## config.mk

```make
export PLATFORM = sky130hd
export DESIGN_NAME = power_down_controller_flat
export DESIGN_NICKNAME = d
export VERILOG_FILES = /design/src/design/pdc_pkg.sv /design/src/design/pdc_if.sv /design/src/design/power_down_controller.sv /design/src/flat_wrapper.sv
export VERILOG_INCLUDE_DIRS = /design/src /design/src/design
export SDC_FILE = /design/constraint.sdc
export NUM_CORES = 1
export LEC_CHECK = 0
export BUFFER_PORTS_ARGS = -buffer_cell sky130_fd_sc_hd__clkbuf_2
export CORE_MARGIN = 2
export CORE_UTILIZATION = 30
export CTS_CLUSTER_SIZE = 20
export DETAILED_ROUTE_END_ITERATION = 10
export REMOVE_ABC_BUFFERS = 1
export SYNTH_ARGS = -nofsm -noshare
export SYNTH_HDL_FRONTEND = slang
export SYNTH_SLANG_ARGS = --single-unit
```

## constraint.sdc

```tcl
create_clock -name core_clk -period 3.6 [get_ports core_clk]
set_input_delay 0.72 -clock core_clk [delete_from_list [all_inputs] [get_ports core_clk]]
set_output_delay 0.72 -clock core_clk [all_outputs]
set_load 0.02 [all_outputs]
```

## src/design/pdc_consts.svh

```systemverilog
// Purpose: shared constants for the power-down controller and its cpu-side end
// Assumes: 8-bit control writes, one core clock
// Notes: timing and key values live here as macros
`ifndef PDC_CONSTS_SVH
`define PDC_CONSTS_SVH
`define PDC_SLEEP_KEY 8'h0f
`define PDC_STOP_KEY 8'h5a
`define PDC_CTRL_RESET 8'h00
`define PDC_BIT_START 8'h00
`define PDC_BIT_END 8'hff
`define PDC_PRESCALE_W 8
`define PDC_PRESCALE_RESET 8'h00
`define PDC_QUIET_NONE 2'h0
`define PDC_SLEEP_NOPS 2'h1
`define PDC_STOP_NOPS 2'h2
`endif

```

## src/design/pdc_pkg.sv

```systemverilog
// Purpose: types used by the controller end of the power-down link
// Assumes: nothing beyond the constants header
// Notes: mode encoding
`default_nettype none
package pdc_pkg;
    // operating mode of the controller
    typedef enum logic [1:0] {MODE_RUN, MODE_SLEEP, MODE_STOP, MODE_STABLE} mode_t;
endpackage : pdc_pkg
`default_nettype wire

```

## src/design/pdc_if.sv

```systemverilog
// Purpose: link between cpu core end and power-down controller
// Assumes: single core clock
// Notes: all signals are level or one-cycle strobes on core_clk
`default_nettype none
interface pdc_if;
    logic ctrl_wr; // one-cycle byte write strobe to control register
    logic [7:0] ctrl_wdata; // byte written
    logic halt_exec; // one-cycle strobe, halt instruction executed
    logic int_flag; // global interrupt enable flag of the cpu
    logic [7:0] prescale; // interval_timer_clock_control value
    logic cpu_stall; // cpu must not fetch or execute
    logic wake_vector; // one-cycle: take interrupt vector on resume
    logic wake_resume; // one-cycle: resume at next instruction
    logic [7:0] ctrl_rdata; // readback of sleep_stop_control_reg
    modport ctrl (input ctrl_wr, ctrl_wdata, halt_exec, int_flag, prescale,
                  output cpu_stall, wake_vector, wake_resume, ctrl_rdata);
    modport cpu (output ctrl_wr, ctrl_wdata, halt_exec, int_flag, prescale,
                 input cpu_stall, wake_vector, wake_resume, ctrl_rdata);
endinterface : pdc_if
`default_nettype wire

```

## src/design/power_down_controller.sv

```systemverilog
// Purpose: sleep and stop mode control with stabilization count on wake-up
// Assumes: interrupt and event inputs are asynchronous pins, synchronised here
// Notes: clock gates are enables for an external clock gating cell
//        the controller itself stays clocked so it can see the wake pins
//        ram lives outside; nothing here touches it on any wake path
`include "pdc_consts.svh"
`default_nettype none
module power_down_controller #(
    parameter int PRESCALE_W = `PDC_PRESCALE_W
) (
    input wire logic core_clk,
    input wire logic nrst,
    pdc_if.ctrl link,
    input wire logic ext_int_pin,
    input wire logic periph_int_pin,
    input wire logic timer_two_event_input,
    input wire logic timer_three_event_input,
    output logic osc_run,
    output logic sys_clk_en,
    output logic periph_clk_en,
    output logic event_counter_en,
    output logic bit_run,
    output logic [1:0] mode_out
);
    // two-flop synchronisers for the four asynchronous wake pins
    // the first stage may settle late; only the second stage feeds logic
    // a pin pulse shorter than about one core cycle can be missed
    logic [3:0] wake_s1_q;
    logic [3:0] wake_s2_q;
    logic [3:0] wake_pins;
    assign wake_pins = {timer_three_event_input, timer_two_event_input,
                        periph_int_pin, ext_int_pin};
    always_ff @(posedge core_clk or negedge nrst)
    begin
        if (!nrst)
        begin
            wake_s1_q <= 4'h0;
            wake_s2_q <= 4'h0;
        end
        else
        begin
            wake_s1_q <= wake_pins;
            wake_s2_q <= wake_s1_q;
        end
    end

    // state of the controller
    pdc_pkg::mode_t mode_q, mode_d;
    logic [7:0] ctrl_q, ctrl_d; // sleep_stop_control_reg
    logic [7:0] bit_q, bit_d; // stabilization counter
    logic [PRESCALE_W-1:0] pre_q, pre_d; // prescaler dividing the counter
    logic vec_q, vec_d; // vectoring chosen at wake-up
    logic wv_q, wv_d; // wake vector strobe
    logic wr_q, wr_d; // wake resume strobe
    logic sleep_wake;
    logic stop_wake;

    // sleep ends on any interrupt; stop only on external or event pins
    // the peripheral interrupt cannot wake stop: its clock is off there
    // the event inputs count external edges, so they still see activity
    assign sleep_wake = wake_s2_q[0] | wake_s2_q[1];
    assign stop_wake = wake_s2_q[0] | wake_s2_q[2] | wake_s2_q[3];

    // next-state logic
    // defaults hold every register and drop both wake strobes
    always_comb
    begin
        mode_d = mode_q;
        ctrl_d = ctrl_q;
        bit_d = bit_q;
        pre_d = pre_q;
        vec_d = vec_q;
        wv_d = 1'b0;
        wr_d = 1'b0;
        unique case (mode_q)
            pdc_pkg::MODE_RUN:
            begin
                // only full-byte writes exist on this port
                // a write outranks a halt in the same cycle; the cpu end
                // never issues both, so the order only matters for misuse
                if (link.ctrl_wr)
                begin
                    ctrl_d = link.ctrl_wdata;
                    if (link.ctrl_wdata == `PDC_SLEEP_KEY)
                        mode_d = pdc_pkg::MODE_SLEEP;
                    // any other value stays in run mode
                end
                else if (link.halt_exec && ctrl_q == `PDC_STOP_KEY)
                    mode_d = pdc_pkg::MODE_STOP;
            end
            pdc_pkg::MODE_SLEEP:
            begin
                // the interrupt flag is captured at the wake event; a later
                // change does not alter the resume kind
                if (sleep_wake)
                begin
                    mode_d = pdc_pkg::MODE_STABLE;
                    vec_d = link.int_flag;
                    bit_d = `PDC_BIT_START;
                    pre_d = '0;
                    ctrl_d = `PDC_CTRL_RESET;
                end
            end
            pdc_pkg::MODE_STOP:
            begin
                // clocks frozen; registers and pc simply hold
                if (stop_wake)
                begin
                    mode_d = pdc_pkg::MODE_STABLE;
                    vec_d = link.int_flag;
                    bit_d = `PDC_BIT_START;
                    pre_d = '0;
                    ctrl_d = `PDC_CTRL_RESET;
                end
            end
            pdc_pkg::MODE_STABLE:
            begin
                // counter steps once per prescaler wrap; overflow releases cpu
                // the wait is 256 steps of prescale+1 cycles; software must not
                // move the prescaler meanwhile or the wait changes length
                if (pre_q == PRESCALE_W'(link.prescale))
                begin
                    pre_d = '0;
                    if (bit_q == `PDC_BIT_END)
                    begin
                        mode_d = pdc_pkg::MODE_RUN;
                        wv_d = vec_q;
                        wr_d = !vec_q;
                    end
                    else
                        bit_d = bit_q + 8'h01;
                end
                else
                    pre_d = pre_q + PRESCALE_W'(1);
            end
        endcase
    end

    // state registers; reset reinitialises control state, ram is elsewhere
    // an interrupt wake clears the key, restarts counter and prescaler and captures the vector choice
    always_ff @(posedge core_clk or negedge nrst)
    begin
        if (!nrst)
        begin
            mode_q <= pdc_pkg::MODE_RUN;
            ctrl_q <= `PDC_CTRL_RESET;
            bit_q <= `PDC_BIT_START;
            pre_q <= '0;
            vec_q <= 1'b0;
            wv_q <= 1'b0;
            wr_q <= 1'b0;
        end
        else
        begin
            mode_q <= mode_d;
            ctrl_q <= ctrl_d;
            bit_q <= bit_d;
            pre_q <= pre_d;
            vec_q <= vec_d;
            wv_q <= wv_d;
            wr_q <= wr_d;
        end
    end

    // registered outputs computed from the next state, so every output flop
    // moves on the same edge as the mode register and nothing lags a cycle
    logic osc_d, sys_d, per_d, evt_d, bitr_d, stall_d;
    always_comb
    begin
        osc_d = (mode_d != pdc_pkg::MODE_STOP);
        sys_d = (mode_d != pdc_pkg::MODE_STOP);
        per_d = (mode_d != pdc_pkg::MODE_STOP);
        evt_d = 1'b1; // event counters keep running in stop
        // interval timer runs in run, sleep and stabilising; stopped in stop
        bitr_d = (mode_d != pdc_pkg::MODE_STOP);
        stall_d = (mode_d != pdc_pkg::MODE_RUN);
    end

    // output flops; port drivers are left untouched so pins keep levels
    // the wake strobes stand one cycle; the cpu end copies them a cycle later
    always_ff @(posedge core_clk or negedge nrst)
    begin
        if (!nrst)
        begin
            osc_run <= 1'b1;
            sys_clk_en <= 1'b1;
            periph_clk_en <= 1'b1;
            event_counter_en <= 1'b1;
            bit_run <= 1'b1;
            link.cpu_stall <= 1'b0;
            link.wake_vector <= 1'b0;
            link.wake_resume <= 1'b0;
            link.ctrl_rdata <= `PDC_CTRL_RESET;
            mode_out <= pdc_pkg::MODE_RUN;
        end
        else
        begin
            osc_run <= osc_d;
            sys_clk_en <= sys_d;
            periph_clk_en <= per_d;
            event_counter_en <= evt_d;
            bit_run <= bitr_d;
            link.cpu_stall <= stall_d;
            link.wake_vector <= wv_d;
            link.wake_resume <= wr_d;
            link.ctrl_rdata <= ctrl_d;
            mode_out <= mode_d;
        end
    end
endmodule : power_down_controller
`default_nettype wire

```

## src/flat_wrapper.sv

```systemverilog
// flat-port wrapper written by rule: the top's interface ports become plain ports
module power_down_controller_flat 
#(
    parameter int PRESCALE_W = `PDC_PRESCALE_W
)
  (core_clk, nrst, ext_int_pin, periph_int_pin, timer_two_event_input, timer_three_event_input, osc_run, sys_clk_en, periph_clk_en, event_counter_en, bit_run, mode_out, link_ctrl_wr, link_ctrl_wdata, link_halt_exec, link_int_flag, link_prescale, link_cpu_stall, link_wake_vector, link_wake_resume, link_ctrl_rdata);
  pdc_if link_i ();
  input wire logic core_clk;
  input wire logic nrst;
  input wire logic ext_int_pin;
  input wire logic periph_int_pin;
  input wire logic timer_two_event_input;
  input wire logic timer_three_event_input;
  output logic osc_run;
  output logic sys_clk_en;
  output logic periph_clk_en;
  output logic event_counter_en;
  output logic bit_run;
  output logic [1:0] mode_out;
  input wire logic [$bits(link_i.ctrl_wr)-1:0] link_ctrl_wr;
  input wire logic [$bits(link_i.ctrl_wdata)-1:0] link_ctrl_wdata;
  input wire logic [$bits(link_i.halt_exec)-1:0] link_halt_exec;
  input wire logic [$bits(link_i.int_flag)-1:0] link_int_flag;
  input wire logic [$bits(link_i.prescale)-1:0] link_prescale;
  output wire logic [$bits(link_i.cpu_stall)-1:0] link_cpu_stall;
  output wire logic [$bits(link_i.wake_vector)-1:0] link_wake_vector;
  output wire logic [$bits(link_i.wake_resume)-1:0] link_wake_resume;
  output wire logic [$bits(link_i.ctrl_rdata)-1:0] link_ctrl_rdata;
  assign link_i.ctrl_wr = link_ctrl_wr;
  assign link_i.ctrl_wdata = link_ctrl_wdata;
  assign link_i.halt_exec = link_halt_exec;
  assign link_i.int_flag = link_int_flag;
  assign link_i.prescale = link_prescale;
  assign link_cpu_stall = link_i.cpu_stall;
  assign link_wake_vector = link_i.wake_vector;
  assign link_wake_resume = link_i.wake_resume;
  assign link_ctrl_rdata = link_i.ctrl_rdata;
  power_down_controller #(.PRESCALE_W(PRESCALE_W)) u_core (.core_clk(core_clk), .nrst(nrst), .link(link_i), .ext_int_pin(ext_int_pin), .periph_int_pin(periph_int_pin), .timer_two_event_input(timer_two_event_input), .timer_three_event_input(timer_three_event_input), .osc_run(osc_run), .sys_clk_en(sys_clk_en), .periph_clk_en(periph_clk_en), .event_counter_en(event_counter_en), .bit_run(bit_run), .mode_out(mode_out));
endmodule
```

# Word level (Yosys, flattened, before mapping)
# Index checks and enable logic that the tools add are counted.
[word_totals]
word_cells = 66
out_inout_bits = 18
in_bits = 25
ff_bits = 39
[classes]
muxes = 26
bitwise_logic = 3
reduce_logical = 11
addsub = 2
n_eq_ne = 13
[ops]
columns = ["operator", "n"]
rows = [
  ["case mux 8 bit (3 select lines)", 3],
  ["2-to-1 mux 8 bit", 6],
  ["adder 8 x 1 -> 8 bit (second input constant)", 2],
  ["2-to-1 mux 2 bit", 7],
  ["== test 8 x 4 -> 1 bit (second input constant)", 1],
  ["== test 8 x 7 -> 1 bit (second input constant)", 1],
  ["== test 8 bit", 1],
  ["== test 8 bit (second input constant)", 1],
  ["2-to-1 mux 1 bit", 8],
  ["case mux 2 bit (4 select lines)", 1],
  ["inequality test 2 x 1 -> 1 bit (second input constant)", 3],
  ["inequality test 2 bit (second input constant)", 3],
  ["AND reduction 3 bit", 2],
  ["nonzero test 3 bit", 2],
  ["AND reduction 5 bit", 1],
  ["== test 2 bit (second input constant)", 2],
  ["AND reduction 4 bit", 1],
  ["nonzero test 2 bit", 2],
  ["bitwise OR 1 bit", 3],
  ["== test 2 x 1 -> 1 bit (second input constant)", 1],
  ["zero test 2 bit", 1],
  ["case mux 1 bit (2 select lines)", 1],
  ["logical AND 1 bit", 1],
  ["zero test 1 bit", 1],
]

# Depth between registers and ports, before layout
# Gate-level depths: netlist (run 1).
[logic_depth]
depth_word = 6
depth_mapped = 9
ltp_nobuf = 7

# Least setup slack after synthesis (run 1)
# OpenSTA, ideal clock, no wires.
[synth_timing]
path_kind = "register to register"
start = "reg u_core.mode_q[0]"
end = "reg u_core.pre_q[7]"
t_arrival_ns = 2.039
required_ns = 3.513
synth_period_minus_slack_ns = 2.126
setup_ns = 0.087
setup_slack_ns = 1.474
path_buffers = 1
path_stages_with_launch = 9
path_cell_list = "dfrtp_1 > inv_1 > ha_1 > or3b_1 > a21oi_2 > or2_1 > buf_6 > or4_1 > o211ai_1"
[synth_between]
elab_chain_cells = 3
word_cells_on_any_way = 8
classes_between = "eq/ne (5); mux (1); reduce/logical (2)"
[synth_lines]
columns = ["element", "line_no", "text"]
rows = [
  ["start: declaration", "power_down_controller.sv:48", "pdc_pkg::mode_t mode_q, mode_d;"],
  ["start signal: assignment", "power_down_controller.sv:145", "mode_q <= pdc_pkg::MODE_RUN;"],
  ["start signal: assignment", "power_down_controller.sv:155", "mode_q <= mode_d;"],
  ["== test 2 bit or == test 2 x 1 -> 1 bit (tied branches)", "power_down_controller.sv:75", "unique case (mode_q)"],
  ["inequality test 2 x 1 -> 1 bit (no source line) or nonzero test 3 bit (tied branches)", "--", ""],
  ["AND reduction 3 bit (no source line)", "--", ""],
  ["end signal: assignment", "power_down_controller.sv:158", "pre_q <= pre_d;"],
  ["end: declaration", "power_down_controller.sv:51", "logic [PRESCALE_W-1:0] pre_q, pre_d;"],
]
# Parallel ways exist; a longest one is shown, timed or not.
# A chain may end at the register's enable or synchronous reset.

# Final worst setup path (run 1)
[layout_timing]
start = "reg u_core.mode_q[0]"
end = "reg u_core.pre_q[0]"
# The elaborated chain is that of the path after synthesis.

==> out/summary.md, run 1 <==
The run finished with clean final reports. Counting I/O delays and the setup requirement, the final critical path takes 2500 ps. Setup violations remaining at the end of the flow were counted as 0.

The total CTS buffers was 5; the number of warnings issued by yosys was 0. The run gives 0 as the number of cells upsized or downsized after cts. The tools report the startpoint of the worst setup timing path as u_core.mode_q[0]. The logs give 1,605 for the number of global-route vias before repair and 2510 um^2 for the post-route cell area. CTS placed an instance of clkbuf_8 at the clock tree root.

After synthesis, the netlist uses 53 different library cells. Once detailed placement completed, the half-perimeter wirelength came to 3.26 mm. The logs give 12.1% for the total routing usage reported by global routing and 33.9% for the share of power burned in the clock network. The part of the cycle the worst path needs came out at 69.6%. The largest total area in the synthesized netlist belongs to dfrtp_1. For this design the total switching power over the nets is 0.354 mW.

Along the worst hold path, the cell count comes to 0. Measured in cells, the most critical reg-to-reg path has a length of 7. The starting density of the core is 31.0%, and the areal power density over the cells is 504 nW/um^2.

The floorplan step set the die width to 87.9 um. The run gives 45.8% as the sequential fraction of design power. Final weighted congestion in routability-driven placement: 0.770. Max-cap violations in this run came to 0. The pre-antenna-repair detailed-routing pass consisted of 4 iterations.

The average instance in the mapped netlist occupies 10.0 um^2. In the final routed layout, each cell accounts on average for 12.7 um. The final setup TNS is 0 ps, and the transition time of the tightest slew-check pin is 953 ps. The routed design has 4.40 mm of wire. In the final layout, the share of cells above drive strength 1 is 26.3%. The class of the tightest hold or removal check is register to register. The clock input transition at the sequential cells of the worst setup and hold paths was 80 ps. The run gives 0 as the post-cts hold buffer count. Entering global routing, the biggest net connects 40 pins.

The sequential element share of the synthesized area is 46.3%, and the number of antenna violations at the first check in global routing is 0. The detailed-route vias per instance is 4.83. The worst setup path is captured at a register. By area, the combinational part of the netlist is dominated by simple AND/OR/NAND/NOR gates.

Simple-gate share of the synthesized area: 24.6%. The number of placed instances, taps included, is 339. The proportion of synthesized area in mux cells is 1.07%, and the clock latency reported for the late side of the worst-skew pair is 290 ps.

Summing the areas of all compound-gate instances in the mapped netlist gives 15.8% of the synthesized area. The internal portion of the total power is 0.910 mW. Among all flip-flop cells after synthesis, the most frequent one is dfrtp_1. The gate count after technology mapping came out at 211.

Setup repair after global routing left no endpoint under its margin. The analysis attributes to cell leakage a power of 1.11 nW. The run gives 0.000220 V as the peak supply drop. After detailed routing, the number of remaining DRC violations is 0. Number of violations reported at the end of detailed-routing iteration 0: 115.

The tools report the kind of launch point of the worst setup path as a register. The top cell type by area accounts for 45.1% of the synthesized area. Once the clock tree was built, the setup fixing pass inserted 0 buffers.

The flip-flop and latch count after synthesis was 39; the aggregate global routing overflow was 0. The number of sinks handled by clock tree synthesis was 39; the vertical die dimension was 87.9 um. The number of enable flip-flop cells after synthesis came out at 0. The total area inside the core boundary comes to 6790 um^2.

For the final setup skew, the log shows 5.78 ps. The xor and xnor area share after synthesis is 3.32%, and the layout overhead on the synthesized area is 18.8%. The count of final hold-check violations is 0, and the maximum net fanout on the critical path is 17.

The run gives 43 as the count of pins on the block boundary. TritonCTS built the clock tree. The clock passes through at most 2 buffers. The clock tree synthesis step divided the H-tree into 2 levels. The startpoint of the worst register-to-register path was u_core.mode_q[0]. The post-synthesis async set-or-reset flop share is 100%, and the number of nets at the end of the flow is 282. Timing would allow up to 399 MHz. Data on the critical path arrives at its endpoint at 2680 ps. At the worst endpoint, the required time is 3780 ps.

The share of total power dissipated in combinational logic is 20.3%. The max-slew violation total from the final report was 0; the via total after detailed routing was 1,675. After synthesis, the cell types taking the most area are dfrtp_1 45%, nand2_1 4.4%, o21ai_0 4.3%, ha_1 4.2%, xnor2_1 3.3%. In this run the cell area of the synthesized design comes to 2110 um^2. Input and output buffers added on the ports amount to 41. The die covers 7720 um^2.

The adder-cell area share of the yosys netlist is 4.15%. The startpoint identified for the worst hold timing path is u_core.wake_s1_q[2]. The logs give 347 for the non-filler instance count after layout and 0 for the number of diodes added for antenna fixing. In this run the remaining antenna-violating nets after routing total 0. The kind of critical path was register to register.

Summing all placed instances gives a cell area of 2370 um^2. The first-pass GRT wire length came out at 7.40 mm. The placement row count was 30. The switching portion of total power came out at 28.0%.

Headroom to the max-slew limit came out at 36.5%.
cells in the mapped netlist, types with 2 or more instances:
master    instances
a21oi_1           4
a22o_1            3
a311oi_2          2
a41oi_1           2
and3_1            3
and3_2            2
and4_1            3
and4_4            2
buf_4             5
clkbuf_1          2
dfrtp_1          38
ha_1              7
inv_1             9
mux2_2            2
nand2_1          25
nand2b_1         10
nand3_1           8
nand3b_1          2
nand4_1           4
nor2_1            7
nor2b_1           2
nor3_1            3
nor4_1            3
o211ai_1          4
o21ai_0          18
o22ai_1           2
o31ai_1           2
or3_1             2
or4_1             4
xnor2_1           8
path summary, 6_finish.rpt:
path,to,slack (ps)
min reg2reg,u_core.wake_s2_q[2],350
min,u_core.wake_s2_q[2],350
min in group asynchronous,u_core.ctrl_q[7],570
max,u_core.pre_q[0],1100
max reg2reg,u_core.pre_q[0],1100
max in group asynchronous,u_core.pre_q[1],2440
layer usage:
layer / vias to the layer above / routed length, um / track usage [%]
met1: 802 / 2080 / 16.6
met4: 0 / 46 / 4.76
met5: - / 0 / 0
met2: 31 / 2110 / 18.9
met3: 4 / 161 / 2.45
li1: 838 / - / -
state kept, by name, summed over array words and instances (netlist names):
register and cells:
u_core.bit_q 8, u_core.ctrl_q 8, u_core.link.cpu_stall 1, u_core.link.wake_resume 1, u_core.link.wake_vector 1, u_core.mode_q 2, u_core.osc_run 1, u_core.pre_q 8
u_core.vec_q 1, u_core.wake_s1_q 4, u_core.wake_s2_q 4
logic make-up after synthesis:
kind of cell               Yosys count
AOI/OAI and AO/OA                   47
xor gates and xnor gates             8
adders and majority gates            7
buffers and inverters               18
DFF                                 39
muxes                                2
other                                1
and+or+nand+nor                     89
through the flow:
step                      setup WS [ps]  hold WS (ps)  total power [mW]  utilization [%]
after floorplan                    1360           331             0.766                -
after global placement             1240           334             0.843             34.9
after detailed placement           1100           339             0.845             34.9
after CTS                          1080           358              1.28             36.9
after global routing                914           373              1.35             36.9
final                              1100           354              1.26             36.9
layout by cell type (no fill, tap or decap), drive strengths merged, types with 2 or more instances in the layout:
master	n
and3	5
nand2b	10
o31ai	2
nand4	4
bufinv	2
a21oi	5
or4	4
nand3b	2
and2b	2
o22ai	2
o211ai	4
nand3	10
or3	2
xnor2	8
ha	7
nor2b	2
mux2	2
nor4	3
dfrtp	38
o21ai	19
nand2	25
a22o	4
and4	5
nor2	8
nor3	4
inv	9
a311oi	2
a41oi	2
clkbuf	47
cell type report:
class,instances,area (um^2)
Clock buffer,6,72.6
Clock inverter,2,60.1
Fill cell,669,4290
Inverter,9,33.8
Multi-Input combinational cell,154,1040
Sequential cell,39,977
Tap cell,96,120
Timing Repair Buffer,41,205
power groups by stage:
stage | clock, mW | sequential (mW) | combinational, mW
2_1_floorplan | 0 | 0.571 | 0.195
3_3_place_gp | 0 | 0.589 | 0.254
3_5_place_dp | 0 | 0.588 | 0.257
4_1_cts | 0.443 | 0.579 | 0.259
5_1_grt | 0.463 | 0.590 | 0.293
6_report | 0.428 | 0.579 | 0.257
critical path, stage by stage, from the launching register on:
cell	delay, ps
dfrtp_1	480
inv_1	160
ha_1	190
or3b_1	370
a21oi_2	230
or2_1	500
nor2_2	160
mux2_2	290
Note: power is estimated with default switching activity, not from simulation.
==> run 2, diff against run 1 <==
clock period = 2.6 ns   (was 3.6 ns; I/O delays follow)
==> run 2 against run 1 <==
Combinational power up 39%. Die area unchanged. Wire length up 1.1%. Final cell count up 1.2%. Clock skew down 2.3 ps. Fmax up 11%. Clock power down 2%. Flip-flop and latch count unchanged. Utilization down 0.15 points. Critical endpoint is now u_core.bit_q[7]. Largest cell class unchanged. Largest power group unchanged.
==> out/summary.md, run 2 (synthesis gave the netlist of run 1 again) <==
The total routing usage reported by global routing was 12.4% (+0.27 points). The number of antenna violations at the first check in global routing is 0 (unchanged), and the buffer depth of the longest clock path is 2 (unchanged). The class of the tightest hold or removal check is input port to async pin.

For the number of setup buffers added after CTS, the log shows 0 (unchanged). The flow ran to the end, and the final reports show no timing, DRC or antenna violations. The number of sinks handled by clock tree synthesis was 39 (unchanged); the clock latency reported for the late side of the worst-skew pair was 290 ps (about the same).

Setup repair after global routing left no endpoint under its margin. The clock input transition at the sequential cells of the worst setup and hold paths is 80 ps (about the same). The critical path is of the register to register type. The number of antenna-violating nets in the routed design is 0 (unchanged). The total wire length was 4.45 mm (+1.1%). The count of input and output buffers is 41 (unchanged), and the peak supply drop is 0.000268 V (+22%). In the final layout, the registers with the most flip-flops are u_core.bit_q: 8 flops, u_core.ctrl_q: 8 flops, u_core.pre_q: 8 flops. The number of nets at the end of the flow came out at 286 (+1.4%). For the max-slew violation total from the final report, the log shows 0 (unchanged). The detailed-route vias per instance was 4.75 (-1.6%); the areal power density over the cells was 633 nW/um^2 (+26%).

The tree is rooted in a clkbuf_8. For the starting density of the core, the log shows 31.0% (unchanged). The top cell types in the final layout, fill and taps aside, are 41 x clkbuf_2, 38 x dfrtp_1, 25 x nand2_1. The max capacitance violation total was 0 (unchanged); the number of search-and-repair iterations in the first detailed-routing pass was 4 (unchanged). The final core utilization was 36.7% (-0.15 points); the transition time of the tightest slew-check pin was 506 ps (-447 ps). Average wire per cell in the routed design: 12.7 um (about the same). The final setup skew came out at 3.47 ps (-2.32 ps). Commonest non-fill, non-tap cell in the layout: clkbuf_2.

The logs give 0 (unchanged) for the post-cts hold buffer count and 2 (unchanged) for the maximum level of the CTS H-tree. Dominant delay contributor by cell family on the critical path: simple AND/OR/NAND/NOR gates. The area growth from synthesis to layout is 18.3%.

The placement row count is 30 (unchanged). The aggregate global routing overflow came out at 0 (unchanged). Maximum net fanout on the critical path: 11 (-6).

The tools report the kind of launch point of the worst setup path as a register. For the standby leakage power, the log shows 1.10 nW (-0.43%). The share of cells above drive strength 1 is 27.8% (+1.5 points). For the final setup TNS, the log shows 0 ps (unchanged). The remaining max-slew budget at the tightest pin was 66.1% (+30 points); the total CTS buffers was 5 (unchanged). The run gives 0 (unchanged) as the number of cells upsized or downsized after cts.

STA classifies the critical path endpoint as a register. The logs give 2480 ps (-200 ps) for the data arrival time at the worst-slack endpoint and 271 ps (-83.1 ps) for the hold slack. The logs give 43 (unchanged) for the count of pins on the block boundary and 89 (-23%) for the number of violations reported at the end of detailed-routing iteration 0. The tools report the core footprint as 6790 um^2 (unchanged). The overall die width is 87.9 um (unchanged). The detailed-route DRC error count is 0 (unchanged), and the time the worst path needs with I/O delays and setup is 2250 ps (-253 ps). The instance area after placement came out at 2400 um^2 (+1.3%).

The critical path's largest stage delay works out to 510 ps (about the same). The critical path goes through inv_1 > ha_1 > nand2b_1 > a21oi_2 > or2_1 > buf_4 > or4_1 > nand3_1. The fmax came out at 444 MHz (+11%). The post-route cell area was 2500 um^2 (-0.40%). The part of the cycle the worst path needs is 86.6% (+17 points), and the area enclosed by the die boundary is 7720 um^2 (unchanged). The vertical die dimension is 87.9 um (unchanged), and the required time of the critical path is 2830 ps (-950 ps). Setup violation total in the final timing report: 0 (unchanged). The maximum number of pins on one net before global-route repair was 40 (unchanged). The via total after detailed routing was 1,667 (-0.48%). The first-pass GRT wire length came out at 7.56 mm (+2.2%). The logs give 0 (unchanged) for the number of diodes added for antenna fixing and 0 (unchanged) for the count of final hold-check violations. The largest individual stage delay along the critical path comes from the cell or4_1.

The tools report the number of global-route vias before repair as 1,584 (-1.3%). Total design power: 1.58 mW (+25%). The final weighted congestion in routability-driven placement is 0.771 (+0.12%), and the number of buffers and inverters on the critical path is 2 (+1).

TritonCTS built the clock tree. For the detailed-placement wirelength estimate, the log shows 3.36 mm (+3.1%).
[run 2: routing by layer]
layer  track usage [%]  part of all wire, %
met1              17.0                   48
met2              19.4                   47
met3              3.02                  3.7
met4              3.92                 0.81
met5                 0                    0
[run 2: power by group]
group | switching (mW) | internal (mW)
Combinational | 0.173 | 0.186
Clock | 0.229 | 0.192
Sequential | 0.110 | 0.691
[run 2: final timing paths]
kind	startpoint	end	slack [ps]	depth (start not counted)
setup / recovery	u_core.mode_q[1]	u_core.bit_q[7]	350	8
hold / removal	nrst	u_core.ctrl_q[7]	270	2
setup reg to reg	u_core.mode_q[1]	u_core.bit_q[7]	350	8
hold reg to reg	u_core.wake_s1_q[0]	u_core.wake_s2_q[0]	350	0
max in group asynchronous	nrst	u_core.osc_run	1970	2
min in group core_clk	timer_three_event_input	u_core.wake_s1_q[3]	330	1
[run 2: area by class of cell]
type | count | area [um^2]
fillers | 715 | 4300
inverters | 9 | 33.8
flip-flops and latches | 39 | 977
clock buffers | 5 | 68.8
multi-input cells | 154 | 1040
well taps | 96 | 120
clock inverters | 3 | 23.8
repair buffers | 45 | 235
[run 2: metrics by stage]
step / instances / setup slack, ps
after CTS: 351 / 358
final: 351 / 348
after floorplan: 202 / 359
after detailed placement: 343 / 370
after global placement: 343 / 454
after global routing: 351 / 183
